[src/mam_pkg.sv]
// ============================================================
// shared constants and types of the memory address map
package mam_pkg;
    // ============================================================
    // widths
    localparam int PC_W = 11;
    localparam int STK_DEPTH = 8;
    localparam int STK_PTR_W = 3;
    localparam int RAM_WORDS = 128;
    localparam int RAM_IDX_W = 7;

    // ============================================================
    // program vectors
    localparam logic [10:0] VEC_RESET = 11'h000;
    localparam logic [10:0] VEC_SOFT = 11'h001;
    localparam logic [10:0] VEC_HARD = 11'h008;

    // ============================================================
    // main space offsets of the registers kept here
    localparam logic [6:0] OFS_INDIRECT_DATA_PORT = 7'h00;
    localparam logic [6:0] OFS_PC_LOW_BYTE = 7'h02;
    localparam logic [6:0] OFS_STATUS_AND_BANK = 7'h03;
    localparam logic [6:0] OFS_INDIRECT_POINTER = 7'h04;
    localparam logic [6:0] OFS_PC_HIGH_BUFFER = 7'h0a;

    // ============================================================
    // main space layout
    localparam logic [6:0] OFS_SFR_LAST = 7'h1f;
    localparam logic [6:0] OFS_RAM_FIRST = 7'h20;
    localparam logic [6:0] OFS_RAM_SHARED = 7'h40;
    localparam logic [6:0] RAM_BANK1_BASE = 7'h60;

    // ============================================================
    // field positions and reset values
    localparam int BANK_HI = 7;
    localparam int BANK_LO = 6;
    localparam int PCHB_HI = 2;
    localparam logic [7:0] STATUS_RST = 8'h18;
    localparam logic [7:0] POINTER_RST = 8'h00;
    localparam logic [2:0] PCHB_RST = 3'h0;

    // ============================================================
    // types
    typedef enum logic [1:0] {SPC_MAIN, SPC_IOCFG, SPC_SPECIAL} mam_space_t;

    typedef enum logic [3:0] {
        OP_SEQ, OP_SHORT_JUMP, OP_SHORT_CALL, OP_LONG_JUMP, OP_LONG_CALL,
        OP_SUB_EXIT, OP_LIT_EXIT, OP_INT_EXIT, OP_SOFT_INT
    } mam_op_t;

    typedef struct packed {
        logic valid;
        mam_op_t op;
        logic [10:0] target;
    } mam_step_t;

    typedef struct packed {
        logic valid;
        logic write;
        mam_space_t space;
        logic [6:0] addr;
        logic [7:0] wdata;
    } mam_acc_t;

    typedef struct packed {
        logic strobe;
        logic write;
        mam_space_t space;
        logic [4:0] addr;
        logic [7:0] wdata;
    } mam_ext_t;
endpackage

[src/mam_stack.sv]
`timescale 1ns/1ns
// ============================================================
// eight-entry circular return stack
module mam_stack
    import mam_pkg::*;
(
    input wire logic core_clk, // system clock
    input wire logic rst, // async reset
    input wire logic push, // store push_data on top
    input wire logic pop, // drop top entry
    input wire logic [10:0] push_data, // return address
    output logic [10:0] top // current top entry
);
    logic [10:0] entry_reg [STK_DEPTH];
    logic [2:0] ptr_reg;

    // pointer wraps silently in both directions
    always_ff @(posedge core_clk or posedge rst) begin
        if (rst) begin
            ptr_reg <= 3'h0;
        end else if (push) begin
            ptr_reg <= ptr_reg + 3'h1; // RULE25
        end else if (pop) begin
            ptr_reg <= ptr_reg - 3'h1; // RULE25
        end
    end

    // one storage word per level
    genvar i;
    generate
        for (i = 0; i < STK_DEPTH; i++) begin : g_lvl
            always_ff @(posedge core_clk or posedge rst) begin
                if (rst) begin
                    entry_reg[i] <= 11'h000;
                end else if (push && ptr_reg == 3'(i)) begin
                    entry_reg[i] <= push_data; // RULE21
                end
            end
        end
    endgenerate

    // top is the entry below the pointer
    assign top = entry_reg[ptr_reg - 3'h1];
endmodule // mam_stack

[src/mam_decode.sv]
`timescale 1ns/1ns
// ============================================================
// data address decode for the three data spaces
module mam_decode
    import mam_pkg::*;
(
    input mam_space_t space, // space of the access
    input wire logic [1:0] bank, // bank select field
    input wire logic [6:0] offset, // offset after indirection
    output logic is_ram, // hits general RAM
    output logic [6:0] ram_idx, // physical RAM word
    output logic is_sfr, // hits a register, not RAM
    output logic [4:0] sfr_addr // register offset
);
    // bank decode and aliasing of the main space
    always_comb begin
        is_ram = 1'b0;
        ram_idx = 7'h00;
        is_sfr = 1'b0;
        sfr_addr = offset[4:0];
        if (space != SPC_MAIN) begin
            is_sfr = 1'b1; // RULE18 RULE19 RULE20
        end else if (offset <= OFS_SFR_LAST) begin
            is_sfr = 1'b1; // RULE13 RULE14
        end else if (offset >= OFS_RAM_SHARED) begin
            is_ram = 1'b1;
            ram_idx = offset - OFS_RAM_FIRST; // RULE16
        end else begin
            is_ram = 1'b1; // RULE15
            // odd banks reach bank 1 cells, even banks bank 0 cells
            if (bank[0]) begin
                ram_idx = RAM_BANK1_BASE + (offset - OFS_RAM_FIRST); // RULE16 RULE24
            end else begin
                ram_idx = offset - OFS_RAM_FIRST; // RULE24
            end
        end
    end
endmodule // mam_decode

[src/mam_core.sv]
`timescale 1ns/1ns
// How it works
// [RULE1] program counter is eleven bits wide
// [RULE2] reset loads program counter with zero
// [RULE3] software interrupt jumps to word one
// [RULE4] hardware interrupts share vector word eight
// [RULE5] short jump and call reach 256 words
// [RULE6] long jump and call load full counter
// [RULE7] calls and interrupts push next address first; a hardware interrupt pushes the current address instead
// [RULE8] exit instructions pop top into counter
// [RULE9] software keeps code out of top words
// [RULE10] status bits 7:6 pick one of four banks
// [RULE11] indirect port uses bank and pointer bits
// [RULE12] direct access uses bank and opcode bits
// [RULE13] main registers live only in bank zero
// [RULE14] low offsets in other banks reach bank zero
// [RULE15] RAM exists only in two stated ranges
// [RULE16] missing RAM offsets alias lower banks
// [RULE17] ordinary instructions reach main registers
// [RULE18] config space only through its own instructions
// [RULE19] special space only through its own instructions
// [RULE20] bank field ignored for config and special
// [RULE21] return stack holds eight addresses
// [RULE22] counter advances by one unless written
// [RULE23] counter high bits come from high buffer
// [RULE24] bank values zero to three pick banks
// [RULE25] stack pointer wraps without any error
module mam_core
    import mam_pkg::*;
(
    input wire logic core_clk, // system clock
    input wire logic rst, // async reset, active high
    input mam_step_t step, // instruction completion from the core
    input wire logic hw_int, // accepted hardware interrupt pulse
    input mam_acc_t acc, // data access from the core
    input wire logic [7:0] ext_rdata, // read data from outside registers
    output logic [10:0] pc, // program counter
    output logic [7:0] rd_data, // read result
    output logic rd_valid, // read result strobe
    output mam_ext_t ext, // access to outside registers
    output logic [1:0] bank_out // current bank select field
);
    // ============================================================
    // state
    logic [10:0] pc_reg;
    logic [10:0] pc_next;
    logic [7:0] status_reg;
    logic [7:0] pointer_reg;
    logic [2:0] pchb_reg;
    logic [7:0] ram_reg [RAM_WORDS];
    logic rd_pend_reg;
    logic rd_ext_reg;
    logic [7:0] rd_int_reg;
    logic [7:0] rd_data_reg;
    logic rd_valid_reg;
    mam_ext_t ext_reg;

    // ============================================================
    // stack control
    logic push;
    logic pop;
    logic [10:0] push_data;
    logic [10:0] stk_top;

    mam_stack u_stack (
        .core_clk(core_clk),
        .rst(rst),
        .push(push),
        .pop(pop),
        .push_data(push_data),
        .top(stk_top)
    );

    // ============================================================
    // data address path
    logic [1:0] bank;
    logic indirect;
    logic [6:0] offset;
    logic is_ram;
    logic [6:0] ram_idx;
    logic is_sfr;
    logic [4:0] sfr_addr;
    logic main_sfr;
    logic hit_null;
    logic hit_pcl;
    logic hit_status;
    logic hit_pointer;
    logic hit_pchb;
    logic hit_local;
    logic [7:0] local_rdata;
    logic wr_pcl;
    logic wr_status;
    logic wr_pointer;
    logic wr_pchb;
    logic wr_ram;
    logic [10:0] pc_inc;

    assign bank = status_reg[BANK_HI:BANK_LO]; // RULE10
    assign indirect = acc.space == SPC_MAIN && acc.addr == OFS_INDIRECT_DATA_PORT;
    // indirect port swaps in the pointer, direct takes opcode bits
    assign offset = indirect ? pointer_reg[6:0] : acc.addr; // RULE11 RULE12

    mam_decode u_decode (
        .space(acc.space),
        .bank(bank),
        .offset(offset),
        .is_ram(is_ram),
        .ram_idx(ram_idx),
        .is_sfr(is_sfr),
        .sfr_addr(sfr_addr)
    );

    // valid access to any main-space register offset, local or outside
    assign main_sfr = acc.valid && is_sfr && acc.space == SPC_MAIN; // RULE17

    // one-hot pick of the local register named by the offset
    always_comb begin
        hit_null = 1'b0;
        hit_pcl = 1'b0;
        hit_status = 1'b0;
        hit_pointer = 1'b0;
        hit_pchb = 1'b0;
        if (main_sfr) begin
            case (offset)
                OFS_INDIRECT_DATA_PORT: begin
                    hit_null = 1'b1;
                end
                OFS_PC_LOW_BYTE: begin
                    hit_pcl = 1'b1;
                end
                OFS_STATUS_AND_BANK: begin
                    hit_status = 1'b1;
                end
                OFS_INDIRECT_POINTER: begin
                    hit_pointer = 1'b1;
                end
                OFS_PC_HIGH_BUFFER: begin
                    hit_pchb = 1'b1;
                end
                default: begin
                    hit_null = 1'b0;
                end
            endcase
        end
    end

    // a local register keeps the access off the outside bus
    assign hit_local = hit_null || hit_pcl || hit_status || hit_pointer || hit_pchb;

    // ============================================================
    // write strobes of the local state
    assign wr_pcl = hit_pcl && acc.write;
    assign wr_status = hit_status && acc.write;
    assign wr_pointer = hit_pointer && acc.write;
    assign wr_pchb = hit_pchb && acc.write;
    assign wr_ram = acc.valid && acc.write && is_ram;

    // read mux of local registers and RAM
    always_comb begin
        local_rdata = 8'h00;
        if (hit_pcl) begin
            local_rdata = pc_reg[7:0];
        end else if (hit_status) begin
            local_rdata = status_reg;
        end else if (hit_pointer) begin
            local_rdata = pointer_reg;
        end else if (hit_pchb) begin
            local_rdata = {5'h00, pchb_reg};
        end else if (is_ram) begin
            local_rdata = ram_reg[ram_idx];
        end
    end

    // ============================================================
    // stack requests of the completing instruction
    // address of the word after the current one
    assign pc_inc = pc_reg + 11'h001;

    always_comb begin
        push = 1'b0;
        pop = 1'b0;
        push_data = pc_inc; // RULE7
        if (step.valid) begin
            case (step.op)
                OP_SHORT_CALL, OP_LONG_CALL, OP_SOFT_INT: begin
                    push = 1'b1; // RULE7
                end
                OP_SUB_EXIT, OP_LIT_EXIT, OP_INT_EXIT: begin
                    pop = 1'b1; // RULE8
                end
                default: begin
                    push = 1'b0;
                end
            endcase
        end else if (hw_int) begin
            // interrupted word is fetched again on return
            push = 1'b1; // RULE7
            push_data = pc_reg;
        end
    end

    // ============================================================
    // program flow
    always_comb begin
        pc_next = pc_reg;
        if (step.valid) begin
            case (step.op)
                OP_SEQ: begin
                    pc_next = pc_inc; // RULE22
                end
                OP_SHORT_JUMP, OP_SHORT_CALL: begin
                    pc_next = {3'h0, step.target[7:0]}; // RULE5
                end
                OP_LONG_JUMP, OP_LONG_CALL: begin
                    pc_next = step.target; // RULE6
                end
                OP_SUB_EXIT, OP_LIT_EXIT, OP_INT_EXIT: begin
                    pc_next = stk_top; // RULE8
                end
                OP_SOFT_INT: begin
                    pc_next = VEC_SOFT; // RULE3
                end
                default: begin
                    pc_next = pc_inc;
                end
            endcase
        end else if (hw_int) begin
            pc_next = VEC_HARD; // RULE4
        end
        // writing the low byte replaces the whole counter
        if (wr_pcl) begin
            pc_next = {pchb_reg, acc.wdata}; // RULE23 RULE22
        end
    end

    // program counter
    always_ff @(posedge core_clk or posedge rst) begin
        if (rst) begin
            pc_reg <= VEC_RESET; // RULE2 RULE1
        end else begin
            pc_reg <= pc_next; // RULE1
        end
    end

    // ============================================================
    // local registers
    always_ff @(posedge core_clk or posedge rst) begin
        if (rst) begin
            status_reg <= STATUS_RST;
        end else if (wr_status) begin
            status_reg <= acc.wdata; // RULE10 RULE24
        end
    end

    always_ff @(posedge core_clk or posedge rst) begin
        if (rst) begin
            pointer_reg <= POINTER_RST;
        end else if (wr_pointer) begin
            pointer_reg <= acc.wdata;
        end
    end

    always_ff @(posedge core_clk or posedge rst) begin
        if (rst) begin
            pchb_reg <= PCHB_RST;
        end else if (wr_pchb) begin
            pchb_reg <= acc.wdata[PCHB_HI:0]; // RULE23
        end
    end

    // general RAM cells, no reset
    always_ff @(posedge core_clk) begin
        if (wr_ram) begin
            ram_reg[ram_idx] <= acc.wdata; // RULE15 RULE16
        end
    end

    // ============================================================
    // outside register access, one cycle after the request
    always_ff @(posedge core_clk or posedge rst) begin
        if (rst) begin
            ext_reg <= '0;
        end else begin
            ext_reg.strobe <= acc.valid && is_sfr && !hit_local; // RULE18 RULE19
            ext_reg.write <= acc.write;
            ext_reg.space <= acc.space;
            ext_reg.addr <= sfr_addr; // RULE20 RULE14
            ext_reg.wdata <= acc.wdata;
        end
    end

    // a read taken now is pending for one cycle
    always_ff @(posedge core_clk or posedge rst) begin
        if (rst) begin
            rd_pend_reg <= 1'b0;
        end else begin
            rd_pend_reg <= acc.valid && !acc.write; // RULE17
        end
    end

    // remember whether the answer comes from outside
    always_ff @(posedge core_clk or posedge rst) begin
        if (rst) begin
            rd_ext_reg <= 1'b0;
        end else begin
            rd_ext_reg <= is_sfr && !hit_local;
        end
    end

    // local data is captured in the cycle of the request
    always_ff @(posedge core_clk or posedge rst) begin
        if (rst) begin
            rd_int_reg <= 8'h00;
        end else begin
            rd_int_reg <= local_rdata;
        end
    end

    // answer strobe, one cycle wide, two cycles after the request
    always_ff @(posedge core_clk or posedge rst) begin
        if (rst) begin
            rd_valid_reg <= 1'b0;
        end else begin
            rd_valid_reg <= rd_pend_reg;
        end
    end

    // answer data; outside data stands one cycle after its strobe
    always_ff @(posedge core_clk or posedge rst) begin
        if (rst) begin
            rd_data_reg <= 8'h00;
        end else begin
            rd_data_reg <= rd_ext_reg ? ext_rdata : rd_int_reg;
        end
    end

    // ============================================================
    // outputs
    assign pc = pc_reg;
    assign rd_data = rd_data_reg;
    assign rd_valid = rd_valid_reg;
    assign ext = ext_reg;
    assign bank_out = status_reg[BANK_HI:BANK_LO];
endmodule // mam_core

[config.mk]
export PLATFORM = sky130hd
export DESIGN_NAME = mam_core
export DESIGN_NICKNAME = d
export VERILOG_FILES = /design/src/mam_pkg.sv /design/src/mam_stack.sv /design/src/mam_decode.sv /design/src/mam_core.sv
export SDC_FILE = /design/constraint.sdc
export NUM_CORES = 1
export LEC_CHECK = 0
export ABC_AREA = 1
export BUFFER_PORTS_ARGS = -buffer_cell sky130_fd_sc_hd__clkbuf_2
export CAP_MARGIN = 25
export CELL_PAD_IN_SITES_DETAIL_PLACEMENT = 1
export CELL_PAD_IN_SITES_GLOBAL_PLACEMENT = 2
export CORE_ASPECT_RATIO = 0.9
export CORE_UTILIZATION = 39
export CTS_BUF_LIST = sky130_fd_sc_hd__clkbuf_8
export DETAILED_ROUTE_END_ITERATION = 8
export GPL_ROUTABILITY_DRIVEN = 0
export GPL_TIMING_DRIVEN = 0
export PLACE_DENSITY = 0.77
export SLEW_MARGIN = 20
export SYNTH_ARGS = -nofsm -noshare
export SYNTH_HDL_FRONTEND = slang
export SYNTH_SLANG_ARGS = --single-unit
[constraint.sdc]
create_clock -name core_clk -period 4.1 [get_ports core_clk]
set_clock_uncertainty 0.05 [all_clocks]
set_input_delay 0.205 -clock core_clk [delete_from_list [all_inputs] [get_ports core_clk]]
set_output_delay 0.205 -clock core_clk [all_outputs]
set_load 0.02 [all_outputs]
==> impl_metrics.ini, run 1 <==
[outcome]
status = complete, but fails checks
violations = negative setup slack

[global_route]
gr-usage-all-layers = 0.323
grt_overflow = 0
grt_max_degree = 131
grt_pass1_vias = 40300
grt_pass1_wl_um = 299000
antenna_found_initial = 6

[worst_setup_path]
reg2reg_depth = 13
r2r_slack_ps = -190
crit_top_cell = inv_2
required_ps = 4580
crit_start = pointer_reg[6]$_DFFE_PP0P_
critical_path_class = reg -> reg
cp-end-kind = register
critPathMaxStageDelay_ps = 850
cp-start-kind = register
arrival_ps = 4770
cp_cell_sequence = nand3_1 -> nand2_1 -> inv_2 -> nand2_4 -> buf_6 -> nand2_4 -> inv_2 -> nand2_2 -> inv_2 -> nor2_4 -> buf_2 -> nand2_1 -> nor2_2
crit_slowest_cell = nor2_2
reg2reg_from = pointer_reg[6]$_DFFE_PP0P_
critical_path.max_fanout = 10

[finish]
fin_nets = 5513
largest_reg_flops = 1024
stdcell_count = 7336
regArea_mm2 = 0.0347
layout_commonest_cell = nand2_1
drive_gt1_frac = 0.135
final_cell_mix = 2008 x nand2_1, 1024 x edfxtp_1, 483 x inv_1
multi_input_area_mm2 = 0.0142
fillCellCount = 14500
synthToLayoutAreaGrowth_pct = 17.5

[place]
dp.cells = 6889
dp_hpwl_um = 151000
portBuffers = 83

[synth]
synthesis.area_mm2 = 0.0510
async_flop_share = 0.133
synth_edf_count = 1024
synth_fp_nets = 5059
syn_avg_cell_area_um2 = 10.2
synth_top_flop_cell = edfxtp_1
syn_inst = 5005
synth_cell_types = 44
synth-seq-cells = 1181
yosysSeqAreaShare = 0.680
ys_warn_count = 0

[floorplanning]
die_h_um = 345
start_util = 0.394
fp.dieArea_mm2 = 0.132
dieWidth_um = 383
rows = 125
ios = 85
coreArea_mm2 = 0.129

[sta]
period_needed_ps = 4290
final.setup.tns_ps = -12310
timing.fmax_ghz = 0.233
slew_violations = 0
rsz0062_at_grt = yes
setup_violations = 176
worst_slack_ps = -188
hold_violations = 0
relSlewSlack = 0.201
worst_pin_slew_ps = 1200
timing.final.crit_share = 1.05

[clocking]
cts_buffers = 195
clock_sinks = 1181
cts_root_buf = clkbuf_8
ctsHtreeMaxLevel = 4
path_clk_slew_ps = 60
tritoncts = done
clk_latency_ps = 970
cts_max_path_buffers = 3

[detailed_routing]
avgViaCountPerCell = 5.56
drt-total-wl_um = 216000
drtPass1Iterations = 6
postRouteAntennaNets = 0
post_drt_wl_per_cell_um = 29.4
vias = 40800
drtIter0Drc = 5086
route.detailed.drc = 0

[flow_run]
drv_cap = 0

[hold_path]
hp-class = in -> reg
holdPathStages = 2
hp-start = acc[1]

[power]
p_leak_nw = 24.8
powerDensity_mw_per_mm2 = 452
ir_drop_uv = 333
## power by group
part           total, mW  switching [mW]  internal [mW]
combinational       3.64            2.68          0.969
clock               9.67            5.04           4.62
sequential          13.8           0.254           13.5
## critical path, delay by kind of cell, from the launching register on
| family | cells | cell delay, ps |
|---|---|---|
| AND/OR/NAND/NOR | 8 | 2300 |
| buffers and inverters | 5 | 1130 |
| flip-flops | 1 | 400 |
## timing repair
item,CTS,global route
setup buffers,13,4
gates resized for setup,20,49
pin swaps,7,3
hold endpoints to repair,961,0
hold buffers,67,0
endpoints found under the setup margin,399,304
## path summary, 6_finish.rpt
kind / to
worst max-delay path: ram_reg[4][1]$_DFFE_PP_
max in group asynchronous: status_reg[4]$_DFFE_PP1P_
worst min-delay path: ext[1]$_DFF_PP0_
worst max register to register: ram_reg[4][1]$_DFFE_PP_
min in group asynchronous: ext[4]$_DFF_PP0_
worst min register to register: rd_valid$_DFF_PP0_
## Yosys cell counts, drive strengths merged (11+ instances only)
| master | number | share of area |
|---|---|---|
| inv | 412 | 0.030 |
| nor3 | 11 | 0.0016 |
| nand4 | 96 | 0.012 |
| nand2 | 2016 | 0.15 |
| dfrtp | 155 | 0.076 |
| o221ai | 13 | 0.0022 |
| a21oi | 38 | 0.0039 |
| nor2 | 266 | 0.020 |
| nand3 | 201 | 0.020 |
| buf | 160 | 0.017 |
| o22ai | 15 | 0.0018 |
| o211ai | 22 | 0.0032 |
| or2 | 21 | 0.0026 |
| clkbuf | 94 | 0.0069 |
| edfxtp | 1024 | 0.60 |
| o21ai | 412 | 0.040 |
## layer usage
layer	up-vias	part of all wire	global-route usage
met1	20600	0.41	0.443
met5	-	0.000037	0
met4	2	0.045	0.137
li1	17600	-	-
met2	2117	0.45	0.493
met3	490	0.096	0.0715
## final cells by class
cell class / count / area share
antenna: 5 / 0.000209
buffer: 254 / 0.0202
clock buffer: 205 / 0.0471
clock inverter: 150 / 0.0111
inverter: 416 / 0.0261
multi-input combinational: 3154 / 0.236
sequential: 1181 / 0.579
tap: 1714 / 0.0358
timing repair buffer: 257 / 0.0443
## cell families (layout without fill, tap and decap cells)
kind of cell             after synthesis  in the layout  synth area share
AND/OR/NAND/NOR                     2617           2617             0.207
flip-flops                          1181           1181             0.680
buffers and inverters                670           1282            0.0541
AO/OA/AOI/OAI                        510            510            0.0532
XOR/XNOR                              10             10           0.00172
multiplexers                           9              9           0.00199
adder cells (fa/ha/maj)                8              8           0.00196
other                                  0              5                 0
## metrics by stage
step | cell area [um2] | utilization | power, mW | setup WS, ps | hold slack, ps
floorplan | 51000 | - | 15.9 | 1400 | 186
global placement | 53500 | 0.414 | 17.4 | -1340 | 282
CTS | 59600 | 0.461 | 27.1 | 21.0 | 2.96
finish | 59900 | 0.463 | 27.1 | -188 | 71.4
detailed placement | 55200 | 0.427 | 17.5 | -796 | 231
global route | 59900 | 0.463 | 27.9 | -138 | 74.9
(Power assumes the default switching activity.)
==> inputs of run 2 (changes only) <==
--- a/config.mk
+++ b/config.mk
@@ -20,4 +20,5 @@
 export SLEW_MARGIN = 20
 export SYNTH_ARGS = -nofsm -noshare
 export SYNTH_HDL_FRONTEND = slang
+export SYNTH_HIERARCHICAL = 1
 export SYNTH_SLANG_ARGS = --single-unit
==> run 2 against run 1 <==
Final cell count rose by 1.1%. Critical path type is now in -> reg. The flow still finishes with violations (negative setup slack). Critical endpoint is now rd_int_reg[0]$_DFF_PP0_. Count of clock-buffer cells in the layout rose by 6. Hold slack improved by 34 ps. Sequential power barely moved. Highest routed layer unchanged. Register-to-register slack improved by 60 ps. Synthesized cell count rose by 1.4%. Core utilization rose by 1.5 points. Power rose by 4.7%. Wire length rose by 5.3%.
==> impl_metrics.ini, run 2 <==
[sta]
rsz0062_at_grt = yes
period_needed_ps = 4300
worst_pin_slew_ps = 921
worst_slack_ps = -198
relSlewSlack = 0.386
hold_violations = 0
setup_violations = 66
slew_violations = 0
timing.fmax_ghz = 0.233
timing.final.crit_share = 1.05

[synth]
yosysSeqAreaShare = 0.677
synthesis.area_mm2 = 0.0512
synth-seq-cells = 1181
synth_edf_count = 1024
synthTopCellsByArea = edfxtp_1 60%, nand2_1 16%, dfrtp_1 7.6%
ys_warn_count = 6
syn_inst = 5073
synth_fp_nets = 5128
async_flop_share = 0.133
yosys.area.top_type = edfxtp_1
syn_avg_cell_area_um2 = 10.1
synth_top_flop_cell = edfxtp_1
synth_common_cells = 2149 x nand2_1, 1024 x edfxtp_1, 382 x nor2_1, 314 x inv_1, 282 x nand3_1
post-synth-top-count-cell = nand2_1
synth_cell_types = 43
netlist.area_leader.share = 0.601

[clocking]
path_clk_slew_ps = 60
cts_root_buf = clkbuf_8
cts_buffers = 202
clk_latency_ps = 970
cts_max_path_buffers = 3
tritoncts = done
clock_sinks = 1181
ctsHtreeMaxLevel = 4

[power]
ir_drop_uv = 258
pwr-share-seq = 0.486
total_power_mw = 28.3
p_clk_frac = 0.353
p_int_mw = 19.7
powerDensity_mw_per_mm2 = 457
p_leak_nw = 25.4
swShare = 0.304
combPwrFrac = 0.161
switchingPower_mw = 8.63

[floorplanning]
fp.dieArea_mm2 = 0.133
start_util = 0.395
rows = 125
ios = 85
dieWidth_um = 384
die_h_um = 346
coreArea_mm2 = 0.130

[finish]
fin_nets = 5594
largest_reg_flops = 1024
drive_gt1_frac = 0.172
fin_area_mm2 = 0.0620
final_cell_mix = 2112 x nand2_1, 1024 x edfxtp_1, 388 x inv_1
synthToLayoutAreaGrowth_pct = 21.1
layout_commonest_cell = nand2_1

[place]
dp_hpwl_um = 154000
placed_area_mm2 = 0.0545
portBuffers = 84

[worst_setup_path]
critical_path_class = in -> reg
critical_path.max_fanout = 10
crit_top_cell = nand2_1
arrival_ps = 5080
crit_family = simple AND/OR/NAND/NOR gates
required_ps = 4880
worst-path-buf-inv = 9
critPathMaxStageDelay_ps = 590
cp-start-kind = input port
crit_slowest_cell = dlygate4sd3_1
path_depth = 31
cp-end-kind = register
reg2reg_depth = 29

[detailed_routing]
drt-total-wl_um = 227000
post_drt_wl_per_cell_um = 30.6
avgViaCountPerCell = 5.61
route.detailed.drc = 0
drtPass1Iterations = 5
postRouteAntennaNets = 0
vias = 41600
drtIter0Drc = 5347

[outcome]
violations = negative setup slack
status = complete, but fails checks

[hold_path]
holdPathStages = 8
hp-class = in -> reg

[global_route]
antenna_found_initial = 18
grt_pass1_wl_um = 311000
gr-usage-all-layers = 0.339
grt_pass1_vias = 40300
grt_max_degree = 95
grt_overflow = 0

[flow_run]
drv_cap = 0
run 2: cell types whose count changed after synthesis, sizes merged, moves of 76 or more:
cell    previous run  this run
nor2             266       390
nand3            201       285
nand2           2016      2156
o211ai            22        99
nand4             96        20
o21ai            412       233
inv              412       322
run 2: what timing repair did:
item | 4_1_cts | 5_1_grt
hold buffers | 85 | 1
setup buffers | 49 | 18
endpoints found under the hold margin | 700 | 2
endpoints found under the setup margin | 1032 | 1003
cloned | 1 | 0
resized for setup | 497 | 253
pin swaps | 29 | 22
run 2: routing by layer:
metal	track usage	wire (um)	vias to the layer above
met4	0.144	11100	2
met1	0.474	92900	20900
li1	-	-	17700
met3	0.105	28300	510
met2	0.484	94700	2485
met5	0	20	-
run 2: metrics by stage:
stage | cells | TNS, ps | hold WS (ps) | worst slack, ps | utilization
3_3_place_gp | 6871 | -2269840 | 281 | -3320 | 0.415
3_5_place_dp | 6901 | -1984690 | 187 | -2960 | 0.420
5_1_grt | 7411 | -7750 | 82.2 | -244 | 0.478
2_1_floorplan | 5073 | 0 | 186 | 578 | -
4_1_cts | 7393 | -4790 | 3.88 | -167 | 0.472
6_report | 7414 | -1680 | 106 | -198 | 0.478
run 2: power by group through the flow:
| stage | logic [mW] | registers (mW) | clock network (mW) |
|---|---|---|---|
| 3_3_place_gp | 4.05 | 14.0 | 0 |
| 6_report | 4.57 | 13.8 | 10.0 |
| 5_1_grt | 4.92 | 13.8 | 10.6 |
| 3_5_place_dp | 4.16 | 14.0 | 0 |
| 4_1_cts | 4.38 | 13.8 | 10.1 |
| 2_1_floorplan | 2.23 | 14.0 | 0 |
run 2: cell type report:
| cell class | instances | area, um2 |
|---|---|---|
| Antenna cell | 8 | 20.0 |
| Buffer | 257 | 2160 |
| Clock buffer | 211 | 2900 |
| Clock inverter | 146 | 721 |
| Fill cell | 14200 | 67700 |
| Inverter | 325 | 1250 |
| Multi-Input combinational cell | 3306 | 15500 |
| Sequential cell | 1181 | 34700 |
| Tap cell | 1714 | 2140 |
| Timing Repair Buffer | 266 | 2610 |
run 2: cell families after synthesis:
kind of cell,synth area share
adders and majority gates,0.00220
xor gates and xnor gates,0.00188
and+or+nand+nor,0.227
AOI/OAI and AO/OA,0.0411
buffers and inverters,0.0490
DFF,0.677
muxes,0.00176
run 2: final timing paths:
| path | end | slack [ps] | start |
|---|---|---|---|
| max in group asynchronous | u_stack/entry_reg[79]$_DFFE_PP0P_ | 2910 | rst |
| worst max register to register | rd_int_reg[0]$_DFF_PP0_ | -130 | pointer_reg[5]$_DFFE_PP0P_ |
| worst min-delay path | u_stack/entry_reg[53]$_DFFE_PP0P_ | 110 | step[14] |
| worst min register to register | rd_valid$_DFF_PP0_ | 300 | rd_pend_reg$_DFF_PP0_ |
| worst max-delay path | rd_int_reg[0]$_DFF_PP0_ | -200 | acc[16] |
| min in group asynchronous | u_stack/entry_reg[20]$_DFFE_PP0P_ | 400 | rst |
run 2: worst reg2reg max path: cells and delay by family, from the launching register on:
kind | cells | cell delay, ps
adders and majority gates | 1 | 140
AOI/OAI and AO/OA | 4 | 680
and+or+nand+nor | 15 | 1700
DFF | 1 | 390
buffers and inverters | 9 | 1140
